--- config.mk ---
export PLATFORM = sky130hd
export DESIGN_NAME = wdco_exec
export DESIGN_NICKNAME = d
export VERILOG_FILES = /design/src/hdl/wdco_pkg.sv /design/src/hdl/wdco_exec.sv /design/src/hdl/wdco_decode.sv
export VERILOG_INCLUDE_DIRS = /design/src /design/src/hdl
export SDC_FILE = /design/constraint.sdc
export NUM_CORES = 1
export LEC_CHECK = 0
export BUFFER_PORTS_ARGS = -buffer_cell sky130_fd_sc_hd__buf_2
export CAP_MARGIN = 20
export CORE_ASPECT_RATIO = 1.25
export CORE_MARGIN = 2
export CORE_UTILIZATION = 41
export CTS_BUF_LIST = sky130_fd_sc_hd__clkbuf_4 sky130_fd_sc_hd__clkbuf_8 sky130_fd_sc_hd__clkbuf_16
export CTS_CLUSTER_DIAMETER = 60
export DETAILED_ROUTE_END_ITERATION = 12
export MAX_ROUTING_LAYER = met4
export PLACE_DENSITY = 0.81
export SETUP_SLACK_MARGIN = 0.2
export SLEW_MARGIN = 25
export SYNTH_ARGS = -nofsm -noshare
export SYNTH_HDL_FRONTEND = slang
export SYNTH_SLANG_ARGS = --single-unit
--- constraint.sdc ---
create_clock -name clock -period 2.5 [get_ports clock]
set_input_delay 0.5 -clock clock [delete_from_list [all_inputs] [get_ports clock]]
set_output_delay 0.5 -clock clock [all_outputs]
set_load 0.005 [all_outputs]
--- src/hdl/wdco_cfg.svh ---
// constants for the watchdog-clear and decrement execution block
// assumes one instruction issued per clock by the surrounding core
`ifndef WDCO_CFG_SVH
`define WDCO_CFG_SVH
// ****************************************
// instruction fields
// ****************************************
`define WDCO_OPC_CLRWD 14'h0064
`define WDCO_OPC_DEC 6'h03
`define WDCO_OPC_INV 6'h09
`define WDCO_OPC_DSKIP 6'h0b
`define WDCO_OP_HI 13
`define WDCO_OP_LO 8
`define WDCO_DEST_BIT 7
// ****************************************
// reset values and byte constants
// ****************************************
`define WDCO_ZERO_BYTE 8'h00
`define WDCO_ONE_BYTE 8'h01
`define WDCO_STATUS_RST 1'b1
`define WDCO_ZFLAG_RST 1'b0
`endif

--- src/hdl/wdco_pkg.sv ---
// types for the watchdog-clear and decrement execution block
// assumes the cfg header is included alongside
package wdco_pkg;
  // decoded operation class
  typedef enum logic [2:0] {
    WDCO_NONE,
    WDCO_CLRWD,
    WDCO_DEC,
    WDCO_INV,
    WDCO_DSKIP
  } wdco_op_t;
  // execute pipeline state
  typedef enum logic {
    WDCO_RUN,
    WDCO_SKIP
  } wdco_state_t;
endpackage

--- src/hdl/wdco_exec.sv ---
// execution unit for watchdog clear, decrement, invert, decrement-skip
// assumes the register file returns reg_rdata for reg_addr in the same
// cycle and that instr_valid marks one issued instruction per clock
`include "wdco_cfg.svh"
module wdco_exec (
  input wire logic clock,
  input wire logic resetn,
  input wire logic instr_valid,
  input wire logic [13:0] instr,
  output logic [6:0] reg_addr,
  input wire logic [7:0] reg_rdata,
  output logic reg_we,
  output logic [7:0] reg_wdata,
  output logic acc_we,
  output logic [7:0] acc_wdata,
  output logic [7:0] result_q,
  output logic zero_flag_we,
  output logic zero_flag_q,
  output logic watchdog_counter_clr,
  output logic [7:0] watchdog_counter_q,
  output logic [7:0] prescaler_q,
  output logic timeout_flag_q,
  output logic sleep_flag_q,
  output logic discard_fetched,
  output logic nop_cycle_q,
  output logic busy
);
  import wdco_pkg::*;

  // ****************************************
  // decode and operands
  // ****************************************
  wdco_op_t op; // decoded class
  wdco_state_t state_q; // run or skip slot
  logic issue; // instruction really executes
  logic dest_reg; // one selects file register
  logic [7:0] res_d; // alu result
  logic res_zero; // alu result all zeros

  wdco_decode u_decode (
    .instr(instr),
    .op(op)
  );

  // an instruction landing in the skip slot is thrown away
  assign issue = instr_valid && (state_q == WDCO_RUN);
  assign dest_reg = instr[`WDCO_DEST_BIT];
  assign reg_addr = instr[6:0];

  // ****************************************
  // alu
  // ****************************************
  // subtract wraps 00 to ff, no borrow kept since no carry is touched
  always_comb begin
    case (op)
      WDCO_DEC: res_d = reg_rdata - `WDCO_ONE_BYTE;
      WDCO_DSKIP: res_d = reg_rdata - `WDCO_ONE_BYTE;
      WDCO_INV: res_d = ~reg_rdata;
      default: res_d = `WDCO_ZERO_BYTE;
    endcase
  end
  assign res_zero = (res_d == `WDCO_ZERO_BYTE);

  // ****************************************
  // writeback strobes
  // ****************************************
  logic file_op; // one of the three file ops
  assign file_op = issue && (op == WDCO_DEC || op == WDCO_INV || op == WDCO_DSKIP);
  // destination select; data comes from the alu, strobes are combinational
  assign reg_we = file_op && dest_reg;
  assign acc_we = file_op && !dest_reg;
  assign reg_wdata = res_d;
  assign acc_wdata = res_d;
  // decrement-skip leaves every flag alone
  assign zero_flag_we = issue && (op == WDCO_DEC || op == WDCO_INV);
  assign watchdog_counter_clr = issue && (op == WDCO_CLRWD);
  // skip request: fetched word must be dropped by the core
  assign discard_fetched = issue && (op == WDCO_DSKIP) && res_zero;
  assign busy = (state_q == WDCO_SKIP);

  // ****************************************
  // result register
  // ****************************************
  // last file-op result, for visibility
  always_ff @(posedge clock or negedge resetn) begin
    if (!resetn) begin
      result_q <= `WDCO_ZERO_BYTE;
    end else if (file_op) begin
      result_q <= res_d;
    end
  end

  // ****************************************
  // zero flag
  // ****************************************
  always_ff @(posedge clock or negedge resetn) begin
    if (!resetn) begin
      zero_flag_q <= `WDCO_ZFLAG_RST;
    end else if (zero_flag_we) begin
      zero_flag_q <= res_zero;
    end
  end

  // ****************************************
  // watchdog counter and prescaler
  // ****************************************
  // the timer itself lives elsewhere; these mirror the cleared state
  always_ff @(posedge clock or negedge resetn) begin
    if (!resetn) begin
      watchdog_counter_q <= `WDCO_ZERO_BYTE;
      prescaler_q <= `WDCO_ZERO_BYTE;
    end else if (watchdog_counter_clr) begin
      watchdog_counter_q <= `WDCO_ZERO_BYTE;
      prescaler_q <= `WDCO_ZERO_BYTE;
    end
  end

  // ****************************************
  // status flags
  // ****************************************
  // reset value is 1 as after a power-on; only watchdog clear writes here
  always_ff @(posedge clock or negedge resetn) begin
    if (!resetn) begin
      timeout_flag_q <= `WDCO_STATUS_RST;
      sleep_flag_q <= `WDCO_STATUS_RST;
    end else if (watchdog_counter_clr) begin
      timeout_flag_q <= 1'b1;
      sleep_flag_q <= 1'b1;
    end
  end

  // ****************************************
  // skip sequencer
  // ****************************************
  always_ff @(posedge clock or negedge resetn) begin
    if (!resetn) begin
      state_q <= WDCO_RUN;
    end else begin
      case (state_q)
        WDCO_RUN: begin
          if (discard_fetched) begin
            state_q <= WDCO_SKIP;
          end
        end
        // the nop slot always lasts exactly one cycle
        WDCO_SKIP: state_q <= WDCO_RUN;
        default: state_q <= WDCO_RUN;
      endcase
    end
  end

  // marks the inserted no-operation cycle
  always_ff @(posedge clock or negedge resetn) begin
    if (!resetn) begin
      nop_cycle_q <= 1'b0;
    end else begin
      nop_cycle_q <= discard_fetched;
    end
  end

  // ****************************************
  // checks
  // ****************************************
  AST_WD_CLEAR: assert property (@(posedge clock) disable iff (!resetn)
    watchdog_counter_clr |=> (watchdog_counter_q == 8'h00 && prescaler_q == 8'h00))
    else $error("watchdog counter or prescaler not zero after clear");
  AST_FLAGS_SET: assert property (@(posedge clock) disable iff (!resetn)
    watchdog_counter_clr |=> (timeout_flag_q && sleep_flag_q))
    else $error("status flags not set by watchdog clear");
  AST_DEC_RES: assert property (@(posedge clock) disable iff (!resetn)
    (issue && op == WDCO_DEC) |-> (res_d == reg_rdata - 8'h01 && zero_flag_we))
    else $error("decrement result wrong");
  AST_INV_RES: assert property (@(posedge clock) disable iff (!resetn)
    (issue && op == WDCO_INV) |-> (res_d == ~reg_rdata))
    else $error("invert result wrong");
  AST_DEST: assert property (@(posedge clock) disable iff (!resetn)
    file_op |-> (reg_we == instr[7] && acc_we == !instr[7]))
    else $error("destination select wrong");
  AST_NOFLAG: assert property (@(posedge clock) disable iff (!resetn)
    (issue && op == WDCO_DSKIP) |=> $stable(zero_flag_q))
    else $error("decrement-skip changed zero flag");
  AST_DISCARD: assert property (@(posedge clock) disable iff (!resetn)
    discard_fetched |=> (!reg_we && !acc_we && !zero_flag_we && !watchdog_counter_clr))
    else $error("discarded instruction had an effect");
  AST_TWO_CYC: assert property (@(posedge clock) disable iff (!resetn)
    discard_fetched |=> busy ##1 !busy)
    else $error("skip slot not exactly one cycle");
  AST_EXACT_OPC: assert property (@(posedge clock) disable iff (!resetn)
    watchdog_counter_clr |-> (instr == 14'h0064))
    else $error("watchdog clear on partial opcode");
  AST_ZERO: assert property (@(posedge clock) disable iff (!resetn)
    zero_flag_we |=> (zero_flag_q == ($past(res_d) == 8'h00)))
    else $error("zero flag wrong");
  COV_SKIP: cover property (@(posedge clock) disable iff (!resetn) discard_fetched);
  COV_CLR: cover property (@(posedge clock) disable iff (!resetn) watchdog_counter_clr);
  COV_INV_Z: cover property (@(posedge clock) disable iff (!resetn)
    issue && op == WDCO_INV && res_zero);
  COV_DEC_REG: cover property (@(posedge clock) disable iff (!resetn)
    issue && op == WDCO_DEC && reg_we);

  // ****************************************
  // slot and sequencing checks
  // ****************************************
  // a word offered in the nop slot must leave every strobe low, or the
  // core would execute the instruction it was told to drop
  AST_SLOT_QUIET: assert property (@(posedge clock) disable iff (!resetn)
    busy |-> (!reg_we && !acc_we && !zero_flag_we && !watchdog_counter_clr && !discard_fetched))
    else $error("strobe raised in the nop slot");
  // nop marker and skip state must agree cycle for cycle
  AST_NOP_MARK: assert property (@(posedge clock) disable iff (!resetn)
    nop_cycle_q == busy)
    else $error("nop marker out of step with skip slot");
  // skip judged from the operand, not the alu zero detect, so a broken
  // detector cannot vouch for itself
  AST_SKIP_ON_ONE: assert property (@(posedge clock) disable iff (!resetn)
    (issue && op == WDCO_DSKIP) |-> (discard_fetched == (reg_rdata == 8'h01)))
    else $error("skip decision wrong for operand");
  AST_DSKIP_RES: assert property (@(posedge clock) disable iff (!resetn)
    (issue && op == WDCO_DSKIP) |-> (res_d == reg_rdata - 8'h01 && !zero_flag_we))
    else $error("decrement-skip result wrong or flag written");
  // the visible result register trails the file op by one edge
  AST_RES_REG: assert property (@(posedge clock) disable iff (!resetn)
    file_op |=> (result_q == $past(res_d)))
    else $error("result register missed a file op");
  COV_DSKIP_KEEP: cover property (@(posedge clock) disable iff (!resetn)
    issue && op == WDCO_DSKIP && !res_zero);
endmodule

--- src/hdl/wdco_decode.sv ---
// combinational opcode decoder
// assumes a 14-bit instruction word from the fetch stage
`include "wdco_cfg.svh"
module wdco_decode (
  input wire logic [13:0] instr,
  output wdco_pkg::wdco_op_t op
);
  import wdco_pkg::*;
  // ****************************************
  // decode
  // ****************************************
  // the full 14 bits must match for watchdog clear
  always_comb begin
    if (instr == `WDCO_OPC_CLRWD) begin
      op = WDCO_CLRWD;
    end else begin
      case (instr[`WDCO_OP_HI:`WDCO_OP_LO])
        `WDCO_OPC_DEC: op = WDCO_DEC;
        `WDCO_OPC_INV: op = WDCO_INV;
        `WDCO_OPC_DSKIP: op = WDCO_DSKIP;
        default: op = WDCO_NONE;
      endcase
    end
  end
endmodule

==> results of run 1 <==
## stage by stage
stage	setup TNS, ps	std cells	hold slack [ps]
floorplan	0	156	204
global placement	-36.9	228	381
detailed placement	-85.4	228	384
CTS	0	234	95.0
global route	-23.3	238	103
finish	0	238	87.3
## how the worst min path moves through the flow
stage                      start                 endpoint  slack, ps  cells after the start
after global placement    resetn  result_q[7]$_DFFE_PN0N_        380                      1
after global routing      resetn    nop_cycle_q$_DFF_PN0_        100                      1
after detailed placement  resetn  result_q[3]$_DFFE_PN0N_        380                      1
after floorplan           resetn           busy$_DFF_PN0_        200                      0
final                     resetn    nop_cycle_q$_DFF_PN0_         90                      1
after CTS                 resetn    nop_cycle_q$_DFF_PN0_        100                      1
## worst max-delay path, stage by stage
cell	delay [ps]
buf_6	100
inv_4	50
ha_4	130
nor3b_4	230
xor2_1	110
o32a_1	300
a211o_1	270
nor3_2	140
buf_2	140
## report_power, final
| part | total (W) | switching, W | internal (W) |
|---|---|---|---|
| registers | 0.000195 | 0.00000548 | 0.000190 |
| logic | 0.000160 | 0.0000803 | 0.0000800 |
| clock network | 0.000132 | 0.0000596 | 0.0000725 |
## final cells by class
type	instances	area, µm²
fill	259	1090
multi-input combinational	100	669
timing repair buffer	82	513
sequential	11	275
tap	34	42.5
inverter	7	31.3
clock buffer	4	30.0
## synthesized netlist by cell type, drive strengths merged
library cell,instances
nand2b,2
o21a,1
a21oi,7
dfrtp,11
a21boi,2
or4b,1
buf,37
xnor2,1
conb,2
nand3b,1
o21ai,6
a31oi,2
nor4bb,1
xor2,3
o31ai,1
or4,1
mux2,5
a211o,1
and2,2
and2b,1
nor2b,2
inv,7
o21bai,1
clkbuf,1
or2,1
o22ai,1
nand2,6
ha,1
nor2,15
nand3,3
nor4,1
o32a,1
nor3b,5
nor3,6
nand4b,1
## cell families after synthesis
logic type,after synthesis
compound gates,23
xor+xnor,4
fa+ha+maj,1
buf+inv,45
flops,11
mux,5
other cells,2
simple gates,49
## registers in the layout, indices dropped and copies added (netlist names)
register and flops:
nop_cycle_q 1, zero_flag_q 1, busy 1, result_q 8
## repair_timing
item	in CTS	in global routing
pin swaps	11	11
endpoints found under the setup margin	6	12
resized for setup	17	9
buffers inserted	2	4
## metal layers
metal / global-route usage (%) / part of all wire (%)
met5: - / 0
met4: 8.78 / 2.1
met2: 29.4 / 52
met3: 0.957 / 7.1
met1: 20.0 / 39
==> results_dict.tcl, run 1 <==
set metrics [dict create \
    rows 21 \
    grt_pass1_vias 1016 \
    min_path_type "in2async" \
    synth_top_family_by_area "buffers and inverters" \
    maxCapViolations 0 \
    grt_use_total_pct 17.3 \
    via_per_inst 4.81 \
    ir_drop_uv 151 \
    final-hold-violation-count 0 \
    tritoncts "built" \
    grt_overflow 0 \
    skew_ps 7.83 \
    yosysTopAreaCellShare_pct 24.2 \
    r2r_slack_ps 1030 \
    route.detailed.drc 0 \
    portBuffers 63 \
    placed_area_um2 1380 \
    gp_congestion 0.850 \
    drt_wl_total_um 2800 \
    clk_path_buf_depth 2 \
    worstSetupPathType "in2out" \
    yosys.area_share.adder_pct 1.10 \
    numCtsBuffers 3 \
    start_kind "input port" \
    yosysTopAreaCell "dfrtp_1" \
    synth_compound_area_share_pct 12.3 \
    crit_path_start "reg_rdata[1]" \
    clock_latency_ps 270 \
    p_leak_nw 0.859 \
    final_nets 231 \
    timing.rr.end "result_q[7]$_DFFE_PN0N_" \
    initial_core_util_pct 42.8 \
    die-area_um2 3210 \
    wl_per_cell_um 11.8 \
    core_um2 2650 \
    drtAntennaViolNets 0 \
    min_period_ps 2470 \
    outcome "completed" \
    avgSynthCellArea_um2 8.11 \
    num_io_pins 82 \
    seq_area_frac_synth_pct 24.2 \
    setup_viol 0 \
    netlist_area_um2 1140 \
    ys_top_cells_by_area "dfrtp_1 24%, buf_4 22%, mux2_4 6.6%, nor2_1 5.0%, a21oi_1 3.1%" \
    pwr_density_cell_nw_per_um2 312 \
    final_util_pct 58.8 \
    antenna_found_initial 0 \
    syn_inst 140 \
    max_freq_mhz 405 \
    crit_fanout 2 \
    synth_simple_gate_area_share_pct 24.6 \
    rr_worst_depth 4 \
    drive_gt1_share_pct 52.5 \
    report.final.slew_viol_count 0 \
    fp.dieH_um 62.9 \
    drt-pass1-iter-count 4 \
    synth.distinct_cells 40 \
    cts_sinks 11 \
    critPathArrivalTime_ps 1970 \
    ctsHoldBuffers 0 \
    period_share_pct 98.8 \
    endpoint_kind "primary output" \
    final_cell_mix "56 x buf_2, 18 x conb_1, 17 x buf_4" \
    totalPowerFinal_w 0.000488 \
    fin_area_um2 1560 \
    rsz0062_at_grt "true" \
    yosys.area_share.xor_xnor_pct 3.08 \
    fp.dieW_um 51.1 \
    cts.clk_slew.worst_paths_ps 80 \
    dpl.hpwl_um 2110 \
    vias 1145 \
    yosysWarnings 0 \
    grt_max_degree 15 \
    crit_end "discard_fetched" \
    grt_pass1_wl_um 4280 \
    clockRootBuffer "clkbuf_4" \
    diodes 0 \
    drt_iter0_drc 10 \
    area_growth_pct 37.4 \
    setup_ws_ps 30.6 \
    layout_commonest_cell "buf_2" \
    synth_seq_cells 11 \
    crit_required_ps 2000 \
    htreeDepth 1 \
    r2r_start "busy$_DFF_PN0_" \
    dp_slack_ps -85.4 \
    synth_mux_area_share_pct 6.61 \
]
(Power assumes the default switching activity.)
==> run 2: changes to the inputs <==
Settings changed: CORE_UTILIZATION 41 to 44, PLACE_DENSITY 0.81 to 0.86.
Clock period 2.5 ns to 2.9 ns, I/O delays scaled along.
==> results_dict.tcl, run 2 (synthesized netlist as in run 1, its figures left out) <==
set metrics [dict create \
    p_leak_nw 0.798 \
    worstSetupPathType "in2out" \
    drive_gt1_share_pct 47.2 \
    top_register "result_q" \
    fin_area_um2 1410 \
    min_path_type "in2async" \
    report.final.slew_viol_count 0 \
    drtAntennaViolNets 0 \
    core_um2 2450 \
    final-hold-violation-count 0 \
    clock_latency_ps 270 \
    placed_area_um2 1340 \
    layout_commonest_cell "buf_2" \
    pwr-share-clk_pct 27.6 \
    crit_required_ps 2320 \
    drt_wl_total_um 2730 \
    clockRootBuffer "clkbuf_4" \
    tritoncts "built" \
    post-cts-setup-buffers 0 \
    numCtsBuffers 3 \
    grt_use_total_pct 18.6 \
    combPwrFrac_pct 30.4 \
    wl_per_cell_um 12.0 \
    largest_reg_flops 8 \
    final_nets 222 \
    setup_viol 0 \
    n_fill_cell 220 \
    cts.clk_slew.worst_paths_ps 60 \
    skew_ps 2.63 \
    area_growth_pct 23.7 \
    fp.dieW_um 49.5 \
    die-area_um2 3010 \
    cts_sinks 11 \
    num_io_pins 82 \
    clk_path_buf_depth 2 \
    via_per_inst 4.78 \
    grt_overflow 0 \
    max_freq_mhz 370 \
    maxCapViolations 0 \
    grt_pass1_vias 934 \
    diodes 0 \
    setup_ws_ps 194 \
    grt_max_degree 19 \
    seq_area_um2 275 \
    drt-pass1-iter-count 4 \
    outcome "completed" \
    antenna_found_initial 0 \
    min_period_ps 2710 \
    initial_core_util_pct 46.3 \
    swShare_pct 29.8 \
    rows 20 \
    critPathArrivalTime_ps 2130 \
    dpl.hpwl_um 2290 \
    htreeDepth 1 \
    start_kind "input port" \
    final_cell_mix "63 x buf_2, 18 x conb_1, 15 x nor2_1" \
    fp.dieH_um 60.8 \
    p_int_w 0.000283 \
    route.detailed.drc 0 \
    gp_congestion 0.825 \
    crit_fanout 5 \
    drt_iter0_drc 19 \
    pwr_density_cell_nw_per_um2 287 \
    power_frac_seq_pct 42.0 \
    grt_pass1_wl_um 4150 \
    switchingPower_w 0.000120 \
    vias 1089 \
    rsz0062_at_grt "true" \
    endpoint_kind "primary output" \
    portBuffers 63 \
    dp_slack_ps -58.4 \
    ir_drop_uv 170 \
    period_share_pct 93.3 \
    multi_input_area_um2 642 \
]
run 2: changes by cell type in the layout (fill, tap and decap cells not counted), sizes merged:
cell and delta:
buf -9
run 2: final timing paths:
path / startpoint / to / slack (ps) / depth (start not counted)
hold / removal: resetn / result_q[7]$_DFFE_PN0N_ / 160 / 1
hold reg to reg: result_q[0]$_DFFE_PN0N_ / result_q[0]$_DFFE_PN0N_ / 480 / 2
min in group clock: result_q[0]$_DFFE_PN0N_ / result_q[0]$_DFFE_PN0N_ / 480 / 2
setup reg to reg: busy$_DFF_PN0_ / result_q[3]$_DFFE_PN0N_ / 1440 / 4
max in group asynchronous: resetn / nop_cycle_q$_DFF_PN0_ / 2550 / 1
setup / recovery: reg_rdata[1] / discard_fetched / 190 / 9
run 2: layout make-up:
cell class                 count  area share [%]
sequential                    11            19.6
inverter                       7            1.87
clock buffer                   4            2.14
tap                           33            2.94
multi-input combinational    100            45.7
timing repair buffer          73            27.8
run 2: repair_timing:
action	4_1_cts	5_1_grt
endpoints found under the setup margin	1	2
gates resized for setup	7	1
hold buffers	0	0
pin swaps	5	1
run 2: per-stage QoR:
step / TNS [ps] / cells / hold WS [ps] / total power, W / utilization [%]
final: 0 / 228 / 158 / 0.000403 / 57.3
after global routing: 0 / 228 / 156 / 0.000431 / 57.3
after CTS: 0 / 228 / 157 / 0.000404 / 57.1
after detailed placement: -58.4 / 224 / 450 / 0.000288 / 54.7
after global placement: 0 / 224 / 449 / 0.000285 / 54.7
after floorplan: 0 / 156 / 284 / 0.000254 / -
run 2: layer usage:
metal / routed length (µm) / GRT usage [%] / up-vias
met1: 1040 / 19.4 / 508
met5: 0 / - / -
met3: 147 / 2.22 / 2
met4: 11 / 5.95 / 0
li1: - / - / 531
met2: 1540 / 36.7 / 48
run 2: power groups by stage:
| stage | logic (W) | clock network (W) | registers (W) |
|---|---|---|---|
| after floorplan | 0.0000812 | 0 | 0.000173 |
| after global placement | 0.000114 | 0 | 0.000172 |
| after detailed placement | 0.000117 | 0 | 0.000172 |
| after CTS | 0.000121 | 0.000113 | 0.000169 |
| after global routing | 0.000136 | 0.000125 | 0.000171 |
| final | 0.000123 | 0.000111 | 0.000169 |
run 2: worst max-delay path, stage by stage:
cell,delay (ps)
buf_2,110
buf_4,140
or4_4,480
nor3b_1,200
o21ai_1,100
a21oi_1,180
buf_4,160
nor3_2,50
buf_2,120
